[config.mk]
export PLATFORM = sky130hd
export DESIGN_NAME = adc_window_detector
export DESIGN_NICKNAME = d
export VERILOG_FILES = /design/src/shared/adc_window_pkg.sv /design/src/verilog/adc_window_compare.sv /design/src/verilog/adc_window_detector.sv
export SDC_FILE = /design/constraint.sdc
export NUM_CORES = 1
export LEC_CHECK = 0
export BUFFER_PORTS_ARGS = -buffer_cell sky130_fd_sc_hd__buf_2
export CAP_MARGIN = 25
export CORE_ASPECT_RATIO = 0.7
export CORE_MARGIN = 2
export CORE_UTILIZATION = 45
export CTS_BUF_LIST = sky130_fd_sc_hd__clkbuf_4
export DETAILED_ROUTE_END_ITERATION = 7
export PLACE_DENSITY = 0.69
export SLEW_MARGIN = 10
export SYNTH_ARGS = -nofsm -noshare
export SYNTH_HDL_FRONTEND = slang
export SYNTH_SLANG_ARGS = --single-unit
[constraint.sdc]
create_clock -name core_clk_i -period 6.8 [get_ports core_clk_i]
set_clock_uncertainty 0.1 [all_clocks]
set_input_delay 1.02 -clock core_clk_i [delete_from_list [all_inputs] [get_ports core_clk_i]]
set_output_delay 1.02 -clock core_clk_i [all_outputs]
set_load 0.005 [all_outputs]
[src/shared/adc_window_pkg.sv]
package adc_window_pkg;

  // ****************************************************************
  // Register offsets on the special-function-register port
  // ****************************************************************
  localparam logic [7:0] ADDR_RESULT_LOW = 8'hbd;
  localparam logic [7:0] ADDR_RESULT_HIGH = 8'hbe;
  localparam logic [7:0] ADDR_CONTROL = 8'he8;
  localparam logic [7:0] ADDR_GREATER_LOW = 8'hc3;
  localparam logic [7:0] ADDR_GREATER_HIGH = 8'hc4;
  localparam logic [7:0] ADDR_LESS_LOW = 8'hc5;
  localparam logic [7:0] ADDR_LESS_HIGH = 8'hc6;

  // ****************************************************************
  // Field layout and reset values
  // ****************************************************************
  localparam int CTRL_COMPLETE_BIT = 5;
  localparam int CTRL_WINDOW_BIT = 3;
  localparam logic [7:0] CONTROL_RESET = 8'h00;
  localparam logic [7:0] BYTE_RESET = 8'h00;
  localparam logic [7:0] UNMAPPED_READ = 8'h00;
  localparam int RESULT_BITS = 10;
  localparam int WORD_BITS = 16;
  localparam int LEFT_PAD = WORD_BITS - RESULT_BITS;

  // ****************************************************************
  // Carriers
  // ****************************************************************
  typedef struct packed {
    logic wr;
    logic rd;
    logic [7:0] addr;
    logic [7:0] wdata;
  } sfr_req_t;

  typedef struct packed {
    logic [WORD_BITS-1:0] greater;
    logic [WORD_BITS-1:0] less;
  } limits_t;

  typedef struct packed {
    logic done;
    logic [RESULT_BITS-1:0] code;
  } conversion_t;

endpackage : adc_window_pkg

[src/verilog/adc_window_compare.sv]
`timescale 1ns/1ps
module adc_window_compare
  import adc_window_pkg::*;
(
  // Operands
  input wire logic [WORD_BITS-1:0] word_i,
  input wire adc_window_pkg::limits_t limits_i,
  input wire logic signed_mode_i,
  // Verdict
  output logic match_o
);

  function automatic logic less_than(input logic [WORD_BITS-1:0] a, input logic [WORD_BITS-1:0] b,
                                     input logic is_signed);
    if (is_signed) begin
      less_than = $signed(a) < $signed(b);
    end else begin
      less_than = a < b;
    end
  endfunction : less_than

  logic band_inside;

  always_comb begin
    // The ordering of the two limits alone picks inside or outside
    band_inside = less_than(limits_i.greater, limits_i.less, signed_mode_i);
    if (band_inside) begin
      match_o = less_than(limits_i.greater, word_i, signed_mode_i)
                && less_than(word_i, limits_i.less, signed_mode_i);
    end else begin
      match_o = less_than(word_i, limits_i.less, signed_mode_i)
                || less_than(limits_i.greater, word_i, signed_mode_i);
    end
  end

endmodule : adc_window_compare

[src/verilog/adc_window_detector.sv]
`timescale 1ns/1ps
// Contract
// - Every finished conversion is compared to the limits with no software help.
// - The window match sits as a flag bit in the converter control register.
// - Greater-than and less-than limits are each a writable high and low byte.
// - Limit ordering alone selects inside or outside matching; no mode bit.
// - Single-ended results and limits compare as 16-bit unsigned register words.
// - Differential results and limits compare as 16-bit two's complement register words.
// - Less limit above greater limit: flag only strictly between the two.
// - Greater limit above less limit: flag below less or above greater.
module adc_window_detector
  import adc_window_pkg::*;
(
  // Clock and reset
  input wire logic core_clk_i,
  input wire logic rst_n_i,
  // Register port
  input wire adc_window_pkg::sfr_req_t sfr_req_i,
  output logic [7:0] sfr_rdata_o,
  // Converter side
  input wire adc_window_pkg::conversion_t conv_i,
  input wire logic left_justify_i,
  input wire logic differential_i,
  // Status
  output logic [7:0] control_o,
  output logic window_match_flag_o
);

  // ****************************************************************
  // State
  // ****************************************************************
  // Control register and its flags
  logic [7:0] converter_control;
  logic [7:0] next_converter_control;
  // Conversion word as software reads it
  logic [WORD_BITS-1:0] result_word;
  logic [WORD_BITS-1:0] next_result_word;
  // Programmed window limits
  limits_t limits;
  limits_t next_limits;
  // Read data and status copies
  logic [7:0] next_sfr_rdata;
  logic [7:0] next_control;
  logic next_window_match_flag;
  // Comparison path
  logic [WORD_BITS-1:0] formatted;
  logic window_hit;
  // Decoded write strobes
  logic control_wr;
  logic result_low_wr;
  logic result_high_wr;
  logic greater_low_wr;
  logic greater_high_wr;
  logic less_low_wr;
  logic less_high_wr;

  // ****************************************************************
  // Helpers
  // ****************************************************************
  // Place a raw code in the register word the way software reads it
  function automatic logic [WORD_BITS-1:0] format_code(input logic [RESULT_BITS-1:0] code,
                                                       input logic left, input logic diff);
    if (left) begin
      format_code = {code, {LEFT_PAD{1'b0}}};
    end else if (diff) begin
      format_code = {{LEFT_PAD{code[RESULT_BITS-1]}}, code};
    end else begin
      format_code = {{LEFT_PAD{1'b0}}, code};
    end
  endfunction : format_code

  function automatic logic hit(input sfr_req_t req, input logic [7:0] addr);
    hit = req.wr && (req.addr == addr);
  endfunction : hit

  // Replace one byte lane of a 16-bit register word
  function automatic logic [WORD_BITS-1:0] put_byte(input logic [WORD_BITS-1:0] word, input logic upper,
                                                    input logic [7:0] data);
    logic [WORD_BITS-1:0] merged;
    merged = word;
    if (upper) begin
      merged[WORD_BITS-1:8] = data;
    end else begin
      merged[7:0] = data;
    end
    put_byte = merged;
  endfunction : put_byte

  // Pick one byte lane of a 16-bit register word for a read
  function automatic logic [7:0] get_byte(input logic [WORD_BITS-1:0] word, input logic upper);
    if (upper) begin
      get_byte = word[WORD_BITS-1:8];
    end else begin
      get_byte = word[7:0];
    end
  endfunction : get_byte

  // ****************************************************************
  // Write decode
  // ****************************************************************
  always_comb begin
    control_wr = hit(sfr_req_i, ADDR_CONTROL);
    result_low_wr = hit(sfr_req_i, ADDR_RESULT_LOW);
    result_high_wr = hit(sfr_req_i, ADDR_RESULT_HIGH);
    greater_low_wr = hit(sfr_req_i, ADDR_GREATER_LOW);
    greater_high_wr = hit(sfr_req_i, ADDR_GREATER_HIGH);
    less_low_wr = hit(sfr_req_i, ADDR_LESS_LOW);
    less_high_wr = hit(sfr_req_i, ADDR_LESS_HIGH);
  end

  // ****************************************************************
  // Comparison
  // ****************************************************************
  // Limits are compared in the same format as the result, so a mismatch
  // between software format and converter format gives wrong verdicts.
  always_comb begin
    formatted = format_code(conv_i.code, left_justify_i, differential_i);
  end

  adc_window_compare u_compare (
    .word_i(formatted),
    .limits_i(limits),
    .signed_mode_i(differential_i),
    .match_o(window_hit)
  );

  // ****************************************************************
  // Control register
  // ****************************************************************
  // A conversion landing with a clearing write still sets its flags, so a
  // clear issued at the wrong moment can never swallow an event.
  always_comb begin
    next_converter_control = converter_control;
    if (control_wr) begin
      next_converter_control = sfr_req_i.wdata;
    end
    if (conv_i.done) begin
      next_converter_control[CTRL_COMPLETE_BIT] = 1'b1;
      if (window_hit) begin
        next_converter_control[CTRL_WINDOW_BIT] = 1'b1;
      end
    end
  end

  always_ff @(posedge core_clk_i) begin
    if (!rst_n_i) begin
      converter_control <= CONTROL_RESET;
    end else begin
      converter_control <= next_converter_control;
    end
  end

  // ****************************************************************
  // Conversion result
  // ****************************************************************
  always_comb begin
    next_result_word = result_word;
    if (result_low_wr) begin
      next_result_word = put_byte(next_result_word, 1'b0, sfr_req_i.wdata);
    end
    if (result_high_wr) begin
      next_result_word = put_byte(next_result_word, 1'b1, sfr_req_i.wdata);
    end
    // A finished conversion beats a software write in the same cycle
    if (conv_i.done) begin
      next_result_word = formatted;
    end
  end

  always_ff @(posedge core_clk_i) begin
    if (!rst_n_i) begin
      result_word <= {BYTE_RESET, BYTE_RESET};
    end else begin
      result_word <= next_result_word;
    end
  end

  // ****************************************************************
  // Window limits
  // ****************************************************************
  always_comb begin
    next_limits = limits;
    if (greater_low_wr) begin
      next_limits.greater = put_byte(next_limits.greater, 1'b0, sfr_req_i.wdata);
    end
    if (greater_high_wr) begin
      next_limits.greater = put_byte(next_limits.greater, 1'b1, sfr_req_i.wdata);
    end
    if (less_low_wr) begin
      next_limits.less = put_byte(next_limits.less, 1'b0, sfr_req_i.wdata);
    end
    if (less_high_wr) begin
      next_limits.less = put_byte(next_limits.less, 1'b1, sfr_req_i.wdata);
    end
  end

  always_ff @(posedge core_clk_i) begin
    if (!rst_n_i) begin
      limits <= '0;
    end else begin
      limits <= next_limits;
    end
  end

  // ****************************************************************
  // Read data and status outputs
  // ****************************************************************
  // Control reads show the post-update value, so a flag set in the same
  // cycle is never missed by a polling read.
  always_comb begin
    unique case (sfr_req_i.addr)
      ADDR_CONTROL: next_sfr_rdata = next_converter_control;
      ADDR_RESULT_LOW: next_sfr_rdata = get_byte(result_word, 1'b0);
      ADDR_RESULT_HIGH: next_sfr_rdata = get_byte(result_word, 1'b1);
      ADDR_GREATER_LOW: next_sfr_rdata = get_byte(limits.greater, 1'b0);
      ADDR_GREATER_HIGH: next_sfr_rdata = get_byte(limits.greater, 1'b1);
      ADDR_LESS_LOW: next_sfr_rdata = get_byte(limits.less, 1'b0);
      ADDR_LESS_HIGH: next_sfr_rdata = get_byte(limits.less, 1'b1);
      default: next_sfr_rdata = UNMAPPED_READ;
    endcase
    if (!sfr_req_i.rd) begin
      next_sfr_rdata = sfr_rdata_o;
    end
    next_control = next_converter_control;
    next_window_match_flag = next_converter_control[CTRL_WINDOW_BIT];
  end

  always_ff @(posedge core_clk_i) begin
    if (!rst_n_i) begin
      sfr_rdata_o <= BYTE_RESET;
      control_o <= CONTROL_RESET;
      window_match_flag_o <= 1'b0;
    end else begin
      sfr_rdata_o <= next_sfr_rdata;
      control_o <= next_control;
      window_match_flag_o <= next_window_match_flag;
    end
  end

endmodule : adc_window_detector

==> metrics.cfg <==
[status]
status=finished, final reports clean

[grt]
grt_pass1_wl_mm=20.0
top_usage_layer=met2
grtUsageMet2_pct=37.8
grt_antenna_before_repair=0
met3_usage_pct=6.32
grtUsageMet1_pct=35.4
grt_max_degree=66
grt_usage_pct=25.4
grt_overflow_total=0
grt_pass1_vias=3739

[synthesis]
synth_edf_count=0
synth_seq_cells=64
synth_top_area_cell=dfxtp_1
synth_seq_area_share_pct=29.6
synthArstFlopShare_pct=0
ys.flop_type=dfxtp_1
synth_top_area_share_pct=29.6
syn_nets=545
yosysUniqueCellTypes=51
syn_inst=467
ys_warn_count=0
syn_area_sq_um=4330
synth_common_cells=dfxtp_1, mux2i_1, ha_1
yosys.cell_count.top_type=dfxtp_1
ys_top_cells_by_area=dfxtp_1, ha_1, mux2i_1
avgSynthCellArea_sq_um=9.28

[setup_path]
reg2reg_from=limits[9]
ff2ff_setup_slack_ns=4.31
timing.critical_path.fanout_max=18
startpoint=left_justify_i
crit_end=sfr_rdata_o[3]
startpoint_type=input port
reg2regPathDepth=9
cp.required_ns=7.07
path_class=in2reg
endpoint_kind=flop
reg2reg_to=sfr_rdata_o[3]
arrival_ns=3.64

[timing]
rsz0062_at_grt=false
hold-worst-slack_ns=0.439
clock.fmax_mhz=297
timing.setup.tns_ns=0
fin_crit_ns=3.37
max_slew_margin_pct=50.9
setup-violations-final=0
final-hold-violation-count=0
min_period_over_period_pct=49.5
worstMarginPinSlew_ns=0.731
slew_viol_final=0

[drt]
wirelength_mm=12.7
vias=3710
firstDrtPassIters=5
routed_via_density=5.84
drt_iter0_markers=404
antenna_left=0
wl_per_cell_microns=20.0
drc=0

[final_layout]
num-nets-final=584
drive_gt1_share_pct=16.0
diodes=0
syn2layout_area_growth_pct=11.3
fillCellCount=871

[power_and_ir_drop]
ir_worst_vdd_v=0.000119
pwr_density_cell_nw_per_um2=167
p_leak_nw=2.48

[clocking]
clk-insertion-delay-late_ns=0.45
cts.sinks=64
postCtsHoldBufs=0
clk_pin_slew_worst_paths_ns=0.13
cts_resized=0
cts_buffer_depth=2
clock-root-buffer=clkbuf_4
htreeDepth=3
cts_tree=done
cts_buffers=9
cts.repair_timing.setup_buffer_count=0

[floorplanning]
die_x_microns=121
rows=29
die_h_microns=86.1
io_pins=50
initial_core_util_pct=47.0
fp.coreArea_sq_um=9220
fp.dieArea_sq_um=10400

[run]
max_cap_viol_count=0

[placement]
hpwl_mm=9.58
portBuffers=49
gp_congestion=0.940

[min_path]
holdCritPathClass=reg2reg
holdCritStartpoint=limits[2]

[per-stage QoR]
step / setup slack (ns) / cell area, sq um / instances / util [%] / total power, W
global route: 3.21 / 4830 / 635 / 52.4 / 0.000844
global placement: 3.24 / 4640 / 618 / 50.4 / 0.000512
CTS: 3.51 / 4800 / 634 / 52.1 / 0.000808
floorplan: 3.17 / 4330 / 467 / - / 0.000473
finish: 3.43 / 4830 / 635 / 52.4 / 0.000808
detailed placement: 3.02 / 4640 / 618 / 50.4 / 0.000516
[worst max-delay path, stage by stage]
cell,delay [ns]
buf_2,0.30
mux2i_1,0.37
inv_1,0.09
ha_1,0.30
a21oi_1,0.17
o21ai_1,0.11
a2111oi_0,0.44
a21oi_1,0.14
o22ai_1,0.27
o21ai_1,0.15
a311oi_2,0.27
[how the worst min path moves through the flow]
stage          depth (start not counted)  slack, ns         to
2_1_floorplan                          2       0.39  limits[1]
3_3_place_gp                           2       0.40  limits[3]
3_5_place_dp                           2       0.42  limits[4]
4_1_cts                                2       0.45  limits[2]
5_1_grt                                2       0.46  limits[3]
6_report                               2       0.44  limits[2]
[kinds of logic (layout without fill, tap and decap cells)]
kind of cell / after synthesis / in the layout / synth area share, %
compound gates: 109 / 109 / 18.1
xor+xnor: 3 / 3 / 0.606
fa+ha+maj: 45 / 45 / 13.0
buf+inv: 57 / 101 / 5.34
flops: 64 / 64 / 29.6
mux: 74 / 74 / 17.8
simple gates: 115 / 115 / 15.6
[registers in the layout, summed over array words and instances, names as in the netlist]
register	cells
sfr_rdata_o	8
result_word	16
control_o	8
limits	32
[per-layer routing]
layer,vias to the layer above,part of all wire (%)
met4,0,2.8
met3,30,6.7
met1,1750,48
li1,1790,-
met2,140,43
met5,-,0
[placed cells by master (no fill, tap or decap), types with 3 or more instances in the layout]
master	instances
a211oi_1	3
a21o_1	7
a21oi_1	16
a222oi_1	7
a22oi_1	8
a31oi_1	11
buf_2	49
clkbuf_4	9
clkinv_2	3
dfxtp_1	64
ha_1	45
inv_1	33
mux2_1	19
mux2_2	5
mux2i_1	50
nand2_1	29
nand2b_1	10
nand3_1	3
nand4_1	3
nor2_1	10
nor2b_1	41
nor3_1	3
o211a_1	16
o21ai_0	14
o21ai_1	4
o22ai_1	9
xor2_1	3
[where the power goes]
group	switching (W)	internal (W)	leakage (nW)
combinational	0.0000719	0.0000493	1.88
clock	0.000150	0.000146	0.0831
sequential	0.00000597	0.000385	0.521
[layout make-up]
cell class	count	area [sq um]	share of cell area [%]
clock buffer	9	67.6	1.40
tap	124	155	3.21
sequential	64	1280	26.5
multi-input combinational	346	2830	58.6
inverter	34	128	2.64
clock inverter	7	86.3	1.79
timing repair buffer	51	280	5.81
No activity file was read; power rests on OpenSTA's default activity.
